## src/logic/nsc_params.svh

```systemverilog
// Constants for the nanobit successor and shift control block.
// Assumes inclusion by bare name from the logic/ folder.
// Functional notes
// - Polarity bit picks condition level; type two blocks
// - True, false, or step-by-one successor select
// - Qualify bit gates operations on successor condition
// - Type two suppresses operation and adjust enables
// - Enables routed to operations and adjust circuits
// - Shift control held in five flip-flops
// - Amount field: hold, complement, load barrel bits
// - Select 00 none, 01 right zero fill
// - Left shift needs complemented count; all right
// - Select 11 right circular by count
// - Count sampled at start of phase three
// - Left enable for left and circular shifts
// - Right enable high except left shift
// - Shift active whenever a shift is selected
// - Save sign: first end bit to saved sign
// - Prior saved sign forced into opposite end
// - No save sign: store end bit, no force
// - Save sign, no shift: store top carry
// - No save sign, no shift: hold saved sign
// - Condition adjust applied at end of phase one
// - Carry flag from previous microinstruction's adder
// - Phase three inhibited: type two or unmet conditional logic unit op
`ifndef NSC_PARAMS_SVH
`define NSC_PARAMS_SVH

`define NSC_ADDR_W        4
`define NSC_DATA_W        16
`define NSC_OFF_CTRL      4'h0
`define NSC_OFF_STATUS    4'h4
`define NSC_CTRL_ADJ_BLK  0
`define NSC_CTRL_EXT_BLK  1
`define NSC_CTRL_RESET    2'h0
`define NSC_AMOUNT_W      4
`define NSC_AMOUNT_RESET  4'h0
`define NSC_FLOPS_RESET   6'h00

`endif

```

## src/logic/nsc_pkg.sv

```systemverilog
// Types shared by the nanobit successor and shift control block.
// Assumes no other package.
`default_nettype none
package nsc_pkg;
  typedef enum logic [1:0] {
    NSC_SH_NONE  = 2'h0,
    NSC_SH_RIGHT = 2'h1,
    NSC_SH_LEFT  = 2'h2,
    NSC_SH_CIRC  = 2'h3
  } nsc_shift_sel_t;

  typedef enum logic [1:0] {
    NSC_AM_HOLD = 2'h0,
    NSC_AM_CMPL = 2'h1,
    NSC_AM_LOAD = 2'h2,
    NSC_AM_RSVD = 2'h3
  } nsc_amount_sel_t;

  // Gray along idle -> phase one -> phase three -> phase one
  typedef enum logic [1:0] {
    NSC_PH_IDLE  = 2'h0,
    NSC_PH_ONE   = 2'h1,
    NSC_PH_THREE = 2'h3
  } nsc_phase_t;
endpackage
`default_nettype wire

```

## src/logic/nsc_amount_reg.sv

```systemverilog
// Shift amount register: hold, complement or parallel load.
// Assumes one-cycle update strobe from the shift control logic.
`default_nettype none
`include "nsc_params.svh"
module nsc_amount_reg #(
  parameter int W = `NSC_AMOUNT_W
) (
  input  wire logic         clk,       // System clock
  input  wire logic         rst,       // Synchronous reset
  input  wire logic         ce,        // Clock enable
  input  wire logic         upd,       // Update strobe
  input  wire logic         load,      // Take barrel bits
  input  wire logic         cmpl,      // Complement contents
  input  wire logic [W-1:0] bsw_bits,  // Low barrel switch bits
  output logic      [W-1:0] amount_q   // Register contents
);
  always_ff @(posedge clk) begin
    if (rst) begin
      amount_q <= '0;
    end else if (ce && upd) begin
      if (load) begin
        amount_q <= bsw_bits;
      end else if (cmpl) begin
        amount_q <= ~amount_q;
      end
    end
  end
endmodule
`default_nettype wire

```

## src/logic/nsc_ctrl.sv

```systemverilog
// Successor, external operation gating and shift control flops.
// Assumes phase strobes and nanobits synchronous to clk.
//
// Added by the designer: the strobed register port and the register addresses.
`default_nettype none
`include "nsc_params.svh"
module nsc_ctrl #(
  parameter int AW = `NSC_AMOUNT_W
) (
  input  wire logic                   clk,                       // System clock
  input  wire logic                   rst,                       // Synchronous reset
  input  wire logic                   ce,                        // Clock enable
  input  wire logic                   phase1_end,                // End of phase one
  input  wire logic                   phase3_clk,                // Phase three request
  input  wire logic                   selected_condition,        // Condition under test
  input  wire logic                   successor_polarity_bit,    // Test level nanobit
  input  wire logic                   ext_op_qualify_bit,        // Qualify nanobit
  input  wire logic                   type_two_microinstruction, // Type two level
  input  wire logic                   false_successor_coded,     // False successor present
  input  wire logic                   lu_conditional,            // Conditional logic unit op
  input  wire logic                   amount_load_bit_hi,        // Amount field high
  input  wire logic                   amount_load_bit_lo,        // Amount field low
  input  wire logic                   shift_select_bit_hi,       // Select field high
  input  wire logic                   shift_select_bit_lo,       // Select field low
  input  wire logic                   save_sign_bit_select,      // Save sign nanobit
  input  wire logic [AW-1:0]          barrel_switch_low,         // Low barrel bits
  input  wire logic                   adder_low_bit,             // Adder LSB
  input  wire logic                   adder_high_bit,            // Adder MSB
  input  wire logic                   adder_top_carry,           // Adder MSB carry
  input  wire logic [`NSC_ADDR_W-1:0] reg_addr,                  // Register address
  input  wire logic [`NSC_DATA_W-1:0] reg_wdata,                 // Write data
  input  wire logic                   reg_wr,                    // Write strobe
  input  wire logic                   reg_rd,                    // Read strobe
  output logic      [`NSC_DATA_W-1:0] reg_rdata,                 // Read data
  output logic                        successor_condition,       // Condition met
  output logic                        successor_condition_n,     // Condition not met
  output logic                        take_true_successor,       // True successor
  output logic                        take_false_successor,      // False successor
  output logic                        step_micro_pc,             // Step counter by one
  output logic                        external_op_enable,        // Memory/device op enable
  output logic                        adjust_enable,             // Adjust enable
  output logic                        condition_adjust,          // Adjust strobe
  output logic                        phase3_inhibit,            // Phase three inhibited
  output logic                        phase3_exec,               // Phase three executes
  output logic      [AW-1:0]          shift_amount_reg,          // Shift count
  output logic                        left_shift_enable,         // To barrel switch
  output logic                        right_shift_enable,        // To barrel switch
  output logic                        shift_active,              // To amount out select
  output logic                        force_low_end_bit,         // Force barrel LSB
  output logic                        force_high_end_bit,        // Force barrel MSB
  output logic                        force_value,               // Bit being forced
  output logic                        saved_sign_flop,           // Saved sign
  output logic                        adder_carry_out_flag       // Previous top carry
);
  nsc_pkg::nsc_phase_t      phase_q;
  nsc_pkg::nsc_phase_t      phase_d;
  nsc_pkg::nsc_shift_sel_t  sel;
  logic                     load_bsw_q;
  logic                     cmpl_amount_q;
  logic                     shift_right_q;
  logic                     shift_left_q;
  logic                     save_sign_control_q;
  logic                     saved_sign_q;
  logic                     carry_flag_q;
  logic [1:0]               ctrl_q;
  logic [`NSC_DATA_W-1:0]   rdata_q;
  logic                     cond_met;
  logic                     sh_exec;
  logic                     end_off;

  // Level match of the tested condition, before the type two block
  assign cond_met = successor_polarity_bit ? selected_condition
                                           : ~selected_condition;

  assign successor_condition   = cond_met & ~type_two_microinstruction;
  assign successor_condition_n = ~cond_met & ~type_two_microinstruction;

  // True successor is always present in a conditional microinstruction
  assign take_true_successor  = successor_condition;
  assign take_false_successor = successor_condition_n & false_successor_coded;
  assign step_micro_pc        = successor_condition_n & ~false_successor_coded;

  // Both enables share the type two and qualify terms; only the external op enable also has a control block bit; type two kills both
  assign external_op_enable = ~type_two_microinstruction
                            & ~ctrl_q[`NSC_CTRL_EXT_BLK]
                            & (~ext_op_qualify_bit | cond_met);
  assign adjust_enable      = ~type_two_microinstruction
                            & (~ext_op_qualify_bit | cond_met);

  // Adjust pulse lands at the end of phase one only
  assign condition_adjust = ce & phase1_end & adjust_enable
                          & external_op_enable
                          & ~ctrl_q[`NSC_CTRL_ADJ_BLK];

  assign phase3_inhibit = type_two_microinstruction
                        | (lu_conditional & ~cond_met);
  assign phase3_exec    = ce & phase3_clk & ~phase3_inhibit
                        & (phase_q == nsc_pkg::NSC_PH_ONE);

  always_comb begin
    phase_d = phase_q;
    case (phase_q)
      nsc_pkg::NSC_PH_IDLE: begin
        if (phase1_end) begin
          phase_d = nsc_pkg::NSC_PH_ONE;
        end
      end
      nsc_pkg::NSC_PH_ONE: begin
        if (phase3_clk) begin
          phase_d = nsc_pkg::NSC_PH_THREE;
        end
      end
      nsc_pkg::NSC_PH_THREE: begin
        if (phase1_end) begin
          phase_d = nsc_pkg::NSC_PH_ONE;
        end
      end
      default: begin
        phase_d = nsc_pkg::NSC_PH_IDLE;
      end
    endcase
  end

  always_ff @(posedge clk) begin
    if (rst) begin
      phase_q <= nsc_pkg::NSC_PH_IDLE;
    end else if (ce) begin
      phase_q <= phase_d;
    end
  end

  // Five shift control flops load from the nanobits at end of phase one
  always_ff @(posedge clk) begin
    if (rst) begin
      {load_bsw_q, cmpl_amount_q, shift_right_q,
       shift_left_q, save_sign_control_q} <= 5'h0;
    end else if (ce && phase1_end) begin
      load_bsw_q          <= amount_load_bit_hi & ~amount_load_bit_lo;
      cmpl_amount_q       <= ~amount_load_bit_hi & amount_load_bit_lo;
      shift_right_q       <= shift_select_bit_lo;
      shift_left_q        <= shift_select_bit_hi;
      save_sign_control_q <= save_sign_bit_select;
    end
  end

  assign sel = nsc_pkg::nsc_shift_sel_t'({shift_left_q, shift_right_q});

  // Barrel switch only shifts right; left shifts use a complemented count
  assign left_shift_enable  = shift_left_q;
  assign right_shift_enable = (sel != nsc_pkg::NSC_SH_LEFT);
  assign shift_active       = (sel != nsc_pkg::NSC_SH_NONE);
  assign sh_exec            = phase3_exec & shift_active;
  assign end_off            = (sel == nsc_pkg::NSC_SH_RIGHT)
                            | (sel == nsc_pkg::NSC_SH_LEFT);

  // Register read is sampled before the phase three update takes place
  nsc_amount_reg #(
    .W (AW)
  ) u_amount (
    .clk      (clk),
    .rst      (rst),
    .ce       (ce),
    .upd      (phase3_exec),
    .load     (load_bsw_q),
    .cmpl     (cmpl_amount_q),
    .bsw_bits (barrel_switch_low),
    .amount_q (shift_amount_reg)
  );

  // Circular shifts wrap their own end bits, so no force is generated
  assign force_high_end_bit = save_sign_control_q & phase3_exec
                            & (sel == nsc_pkg::NSC_SH_RIGHT);
  assign force_low_end_bit  = save_sign_control_q & phase3_exec
                            & (sel == nsc_pkg::NSC_SH_LEFT);
  assign force_value        = saved_sign_q;

  always_ff @(posedge clk) begin
    if (rst) begin
      saved_sign_q <= 1'b0;
    end else if (ce) begin
      if (sh_exec) begin
        saved_sign_q <= (adder_low_bit & shift_right_q)
                      | (adder_high_bit & shift_left_q);
      end else if (phase3_exec && save_sign_control_q) begin
        saved_sign_q <= adder_top_carry;
      end
    end
  end // otherwise held
  assign saved_sign_flop = saved_sign_q;

  always_ff @(posedge clk) begin
    if (rst) begin
      carry_flag_q <= 1'b0;
    end else if (ce && phase3_exec) begin
      carry_flag_q <= adder_top_carry;
    end
  end
  assign adder_carry_out_flag = carry_flag_q;

  always_ff @(posedge clk) begin
    if (rst) begin
      ctrl_q <= `NSC_CTRL_RESET;
    end else if (ce && reg_wr && reg_addr == `NSC_OFF_CTRL) begin
      ctrl_q <= reg_wdata[1:0];
    end
  end

  // Unmapped addresses read as zero
  always_ff @(posedge clk) begin
    if (rst) begin
      rdata_q <= '0;
    end else if (ce) begin
      rdata_q <= '0;
      if (reg_rd && reg_addr == `NSC_OFF_CTRL) begin
        rdata_q <= {14'h0000, ctrl_q};
      end else if (reg_rd && reg_addr == `NSC_OFF_STATUS) begin
        rdata_q <= {1'b0, phase_q, carry_flag_q, 4'(shift_amount_reg),
                    2'h0, save_sign_control_q, saved_sign_q,
                    shift_left_q, shift_right_q, cmpl_amount_q, load_bsw_q};
      end
    end
  end
  assign reg_rdata = rdata_q;
endmodule
`default_nettype wire

```

## config.mk

```make
export PLATFORM = sky130hd
export DESIGN_NAME = nsc_ctrl
export DESIGN_NICKNAME = d
export VERILOG_FILES = /design/src/logic/nsc_pkg.sv /design/src/logic/nsc_amount_reg.sv /design/src/logic/nsc_ctrl.sv
export VERILOG_INCLUDE_DIRS = /design/src /design/src/logic
export SDC_FILE = /design/constraint.sdc
export NUM_CORES = 1
export LEC_CHECK = 0
export ABC_CLOCK_PERIOD_IN_PS = 2500
export BUFFER_PORTS_ARGS = -buffer_cell sky130_fd_sc_hd__buf_2
export CAP_MARGIN = 30
export CORE_ASPECT_RATIO = 0.8
export CORE_MARGIN = 1.5
export CORE_UTILIZATION = 43
export CTS_BUF_LIST = sky130_fd_sc_hd__clkbuf_16
export DETAILED_ROUTE_END_ITERATION = 10
export PLACE_DENSITY = 0.89
export SETUP_SLACK_MARGIN = 0.4
export SYNTH_ARGS = -nofsm -noshare
export SYNTH_HDL_FRONTEND = slang
export SYNTH_SLANG_ARGS = --single-unit
```

## constraint.sdc

```tcl
create_clock -name clk -period 2.5 [get_ports clk]
set_clock_uncertainty 0.05 [all_clocks]
set_input_delay 0.75 -clock clk [delete_from_list [all_inputs] [get_ports clk]]
set_output_delay 0.75 -clock clk [all_outputs]
set_load 0.01 [all_outputs]
```

# After elaboration in Yosys (flattened, before gate mapping)
# Cells that the tools add are included.
# totals
ff_bits	31
output_inout_bits	38
# op_classes
bitwise_logic	37
n_eq_ne	8
reduce_logical	16
n_mux	10
# op_table
op	n
15-bit 2-to-1 mux	2
1-bit AND	23
1-bit NOT	10
4-bit 2-to-1 mux	2
1-bit logical AND	7
2-bit nonzero test	3
2-bit by 1-bit == test with 1-bit output (second input constant)	2
2-bit == test (second input constant)	2
4-bit by 3-bit == test with 1-bit output (second input constant)	1
4-bit logical NOT	1
2-bit 2-to-1 mux	2
2-bit inequality test (second input constant)	2
4-bit NOT	1
2-bit one-hot mux with 2 select lines	1
2-bit AND reduction	2
1-bit 2-to-1 mux	3
1-bit bitwise OR	3
3-bit AND reduction	1
2-bit logical NOT	1
2-bit by 1-bit inequality test with 1-bit output (second input constant)	1
2-bit OR reduction	1

# Logic depth before layout (Yosys ltp)
# depth
depth_word	11
depth_mapped	7

# Hierarchy
# From an unflattened synthesis, not the netlist that was laid out.
# unflattened
cells_unflattened	159
area_unflattened_um2	1370.1
# by_module_without_submodules
module	instances	cells_per_inst	area_per_inst_um2
nsc_ctrl	1	137	1167.4
nsc_amount_reg	1	22	202.7

# Least setup slack after synthesis
# OpenSTA, ideal clock, no wires.
# synth_path
path_type	input to output
start	input port successor_polarity_bit
end	output port condition_adjust
arrival_time_ns	1.884
slack_ns	-0.184
n_path_buf	0
path_stages	4
path_cell_list	xor2_1 > a21oi_1 > nor2b_1 > nor3b_1
# synth_between
elab_chain_len	6
word_cells_on_any_way	7
# synth_rtl
element	line_no	source
start, declared	nsc_ctrl.sv:16	input wire logic successor_polarity_bit,
1-bit 2-to-1 mux	nsc_ctrl.sv:72	assign cond_met = successor_polarity_bit ? selected_condition
1-bit bitwise OR	nsc_ctrl.sv:88	& (~ext_op_qualify_bit | cond_met);
1-bit AND	nsc_ctrl.sv:88	
net adjust_enable	nsc_ctrl.sv:41	output logic adjust_enable,
1-bit AND	nsc_ctrl.sv:91	assign condition_adjust = ce & phase1_end & adjust_enable
1-bit AND	nsc_ctrl.sv:92	& external_op_enable
1-bit AND	nsc_ctrl.sv:91	
end, declared	nsc_ctrl.sv:42	output logic condition_adjust,
# The timed path passes the listed nets, and every way through them passes these cells.

# Final worst setup path
# layout_path
start	input port selected_condition
end	output port condition_adjust
# layout_between
elab_chain_len	7
word_cells_on_any_way	8
# layout_rtl
element	line_no	source
start, declared	nsc_ctrl.sv:15	input wire logic selected_condition,
1-bit NOT	nsc_ctrl.sv:73	: ~selected_condition;
1-bit 2-to-1 mux *	nsc_ctrl.sv:72	
1-bit bitwise OR *	nsc_ctrl.sv:86, nsc_ctrl.sv:88	
1-bit AND	nsc_ctrl.sv:88	
1-bit AND	nsc_ctrl.sv:91	
1-bit AND *	nsc_ctrl.sv:92	
1-bit AND *	nsc_ctrl.sv:91	
# Mark *: on every way between the ends. The rest lies on a longest branch, timed or not.

==> impl_metrics.json <==
{
  "cts_tree": "done",
  "setup_ws_ns": -0.0575,
  "ios": 83,
  "synthXorXnorAreaFrac_pct": 0.630,
  "cts_made_buffers": 3,
  "synth-simple-area-share_pct": 24.5,
  "dpl.hpwl_mm": 2.44,
  "clock_latency_ns": 0.26,
  "required_ns": 1.70,
  "min_from": "phase_q[0]$_SDFFE_PP0P_",
  "r2r_cells": 10,
  "hold_slack_ns": 0.452,
  "critPathBufInv": 3,
  "cp.depth": 7,
  "rsz0062_at_grt": "yes",
  "gp_congestion": 0.715,
  "initial_core_util_pct": 45.1,
  "core_mm2": 0.00309,
  "rr_startpoint": "phase_q[1]$_SDFFE_PP0P_",
  "yosysSeqAreaShare_pct": 40.3,
  "grt_usage_pct": 19.6,
  "seq_power_share_pct": 47.8,
  "ys_ff_latch": 28,
  "worst-path-max-fanout": 2,
  "clock_path_buffers": 2,
  "synth.distinct_cells": 32,
  "fin_crit_ns": 2.56,
  "synth_top_family_by_area": "simple AND/OR/NAND/NOR gates",
  "grt_pass1_wl_mm": 5.29,
  "ir_drop_v": 0.000480,
  "timing.critical_path.from_type": "primary input",
  "holdPathStages": 2,
  "die_area_mm2": 0.00359,
  "grt_pass1_vias": 1193,
  "ys_warn_count": 0,
  "worstReg2RegEnd": "u_amount.amount_q[3]$_SDFFE_PP0P_",
  "dr.pass1.iters": 4,
  "path_class": "in -> out",
  "htree_levels": 1,
  "avgSynthCellArea_um2": 8.53,
  "fp-row-count": 18,
  "critical-path-top-delay-family": "buffers and inverters",
  "arrival_ns": 1.76,
  "pwr-share-comb_pct": 16.4,
  "wl_per_cell_um": 13.1,
  "max-cap-violations": 0,
  "synth_compound_area_share_pct": 16.3,
  "cts_hold_buf": 0,
  "end_kind": "output pin",
  "sw_frac_of_total_pct": 23.5,
  "finalSetupViolCount": 3,
  "clock-root-buffer": "clkbuf_16",
  "postPlaceCellArea_mm2": 0.00179,
  "fp.dieH_um": 53.9,
  "p_int_mw": 0.746,
  "fin_crit_sh_pct": 102,
  "ant_nets": 0,
  "violations": "setup timing",
  "layout.nets": 280,
  "drcViolationCount": 0,
  "antenna_found_initial": 0,
  "syn_area_mm2": 0.00139,
  "vias": 1358,
  "leakagePower_nw": 0.941,
  "fmax_ghz": 0.391,
  "power_switching_mw": 0.229,
  "drt_wl_total_mm": 3.54,
  "cp_cell_sequence": "buf_8 -> xor2_4 -> buf_6 -> a21oi_4 -> nor2b_4 -> nor3b_2 -> buf_2",
  "slowest_stage": "xor2_4",
  "grt_max_degree": 28,
  "gr-total-overflow": 0,
  "viasPerCell": 5.03,
  "numClockSinks": 28,
  "die_x_um": 66.6,
  "syn_to_final_growth_pct": 43.7,
  "n_antenna_cell": 0,
  "power_density_mw_per_mm2": 488,
  "synthMuxAreaShare_pct": 7.20,
  "power.share.clock_pct": 35.8,
  "drt_iter0_markers": 58,
  "hold_class": "reg -> reg",
  "synthCells": 163,
  "final_area_mm2": 0.00200,
  "drive_gt1_share_pct": 41.3,
  "whs_endpoint": "phase_q[0]$_SDFFE_PP0P_",
  "cp_slowest_stage_delay_ns": 0.18,
  "clkTransAtPathRegs_ns": 0.06,
  "status": "complete, but fails checks",
  "synth_fa_ha_area_share_pct": 2.70,
  "portBuffers": 65,
  "maxSlewViolCount": 0,
  "r2r_slack_ns": 0.54,
  "finalHoldViolations": 0
}
## cell families (layout without fill, tap and decap cells)
kind of cell | after synthesis | count (layout)
AOI/OAI and AO/OA | 34 | 34
xor gates and xnor gates | 1 | 1
adders and majority gates | 3 | 3
buffers and inverters | 21 | 86
DFF | 28 | 28
muxes | 10 | 10
other | 1 | 3
and+or+nand+nor | 65 | 65
## cells in the final DEF, fill, tap and decap left out, drive strengths merged, types with 7 or more instances in the layout
cell / instances
inv: 8
nand2: 7
buf: 75
nor2: 25
a21oi: 23
dfxtp: 28
nor2b: 14
mux2i: 10
## area by class of cell
type	count	area, um^2
Clock buffer	3	75.1
Multi-Input combinational cell	116	812
Timing Repair Buffer	75	469
Inverter	8	30.0
Fill cell	265	1090
Sequential cell	28	562
Tap cell	40	50.0
## power by group through the flow
| stage | sequential, mW | combinational (mW) | clock [mW] |
|---|---|---|---|
| floorplan | 0.474 | 0.0792 | 0 |
| global placement | 0.475 | 0.129 | 0 |
| detailed placement | 0.476 | 0.132 | 0 |
| CTS | 0.466 | 0.155 | 0.359 |
| global route | 0.467 | 0.173 | 0.370 |
| finish | 0.466 | 0.160 | 0.349 |
## stage by stage
step | utilization (%) | instances | setup slack (ns) | total power [mW] | setup TNS [ns]
2_1_floorplan | - | 165 | 0.0244 | 0.553 | 0
3_3_place_gp | 58.0 | 262 | -0.0776 | 0.604 | -0.219
3_5_place_dp | 58.0 | 262 | -0.111 | 0.608 | -0.257
4_1_cts | 64.1 | 269 | -0.0611 | 0.979 | -0.109
5_1_grt | 64.8 | 270 | -0.0787 | 1.01 | -0.184
6_report | 64.8 | 270 | -0.0575 | 0.976 | -0.0738
## cell usage after synthesis, drive strengths merged
| cell type | number | area share (%) |
|---|---|---|
| a211oi | 1 | 1.4 |
| a21o | 1 | 0.54 |
| a21oi | 23 | 8.6 |
| a221oi | 1 | 0.63 |
| a311oi | 1 | 1.1 |
| a32oi | 4 | 2.5 |
| and2 | 3 | 1.4 |
| and3 | 1 | 0.45 |
| buf | 8 | 4.6 |
| clkbuf | 5 | 1.4 |
| conb | 1 | 0.27 |
| dfxtp | 28 | 40 |
| ha | 3 | 2.7 |
| inv | 8 | 2.2 |
| mux2i | 10 | 7.2 |
| nand2 | 7 | 1.9 |
| nand2b | 2 | 0.90 |
| nand3 | 4 | 1.8 |
| nand3b | 1 | 0.54 |
| nor2 | 25 | 6.8 |
| nor2b | 14 | 6.3 |
| nor3b | 4 | 2.5 |
| nor4b | 1 | 0.63 |
| o221ai | 1 | 0.63 |
| o22ai | 2 | 0.90 |
| or2 | 2 | 0.90 |
| or3 | 1 | 0.45 |
| xor2 | 1 | 0.63 |
## layer usage
metal  vias to the layer above  global-route usage, %  wire length [um]
li1                        679                      -                 -
met1                       618                   25.4              1630
met2                        57                   33.5              1650
met3                         4                   4.39               218
met4                         0                   4.76                44
met5                         -                      0                 0
## state kept, by name, summed over array words and instances, names as in the netlist
| signal | flops |
|---|---|
| adder_carry_out_flag | 1 |
| cmpl_amount_q | 1 |
| ctrl_q | 2 |
| force_value | 1 |
| left_shift_enable | 1 |
| load_bsw_q | 1 |
| phase_q | 2 |
| reg_rdata | 13 |
| save_sign_control_q | 1 |
| shift_right_q | 1 |
| u_amount.amount_q | 4 |
## worst min-delay path: cells and delay by family, from the launching register on
family	cells	cell delay, ns
AND/OR/NAND/NOR	1	0.06
flip-flops	1	0.35
AO/OA/AOI/OAI	1	0.05
## what timing repair did
action	4_1_cts	5_1_grt
endpoints found under the hold margin	0	0
resized for setup	18	4
setup buffers	4	1
pin swaps	7	4
endpoints found under the setup margin	12	29
## worst max path at each step
stage	from	end	slack, ns
final	selected_condition	condition_adjust	-0.06
after global routing	selected_condition	condition_adjust	-0.08
after CTS	selected_condition	force_high_end_bit	-0.06
after detailed placement	successor_polarity_bit	condition_adjust	-0.11
after global placement	successor_polarity_bit	phase3_exec	-0.08
after floorplan	successor_polarity_bit	force_high_end_bit	0.02
(Power assumes the default switching activity.)
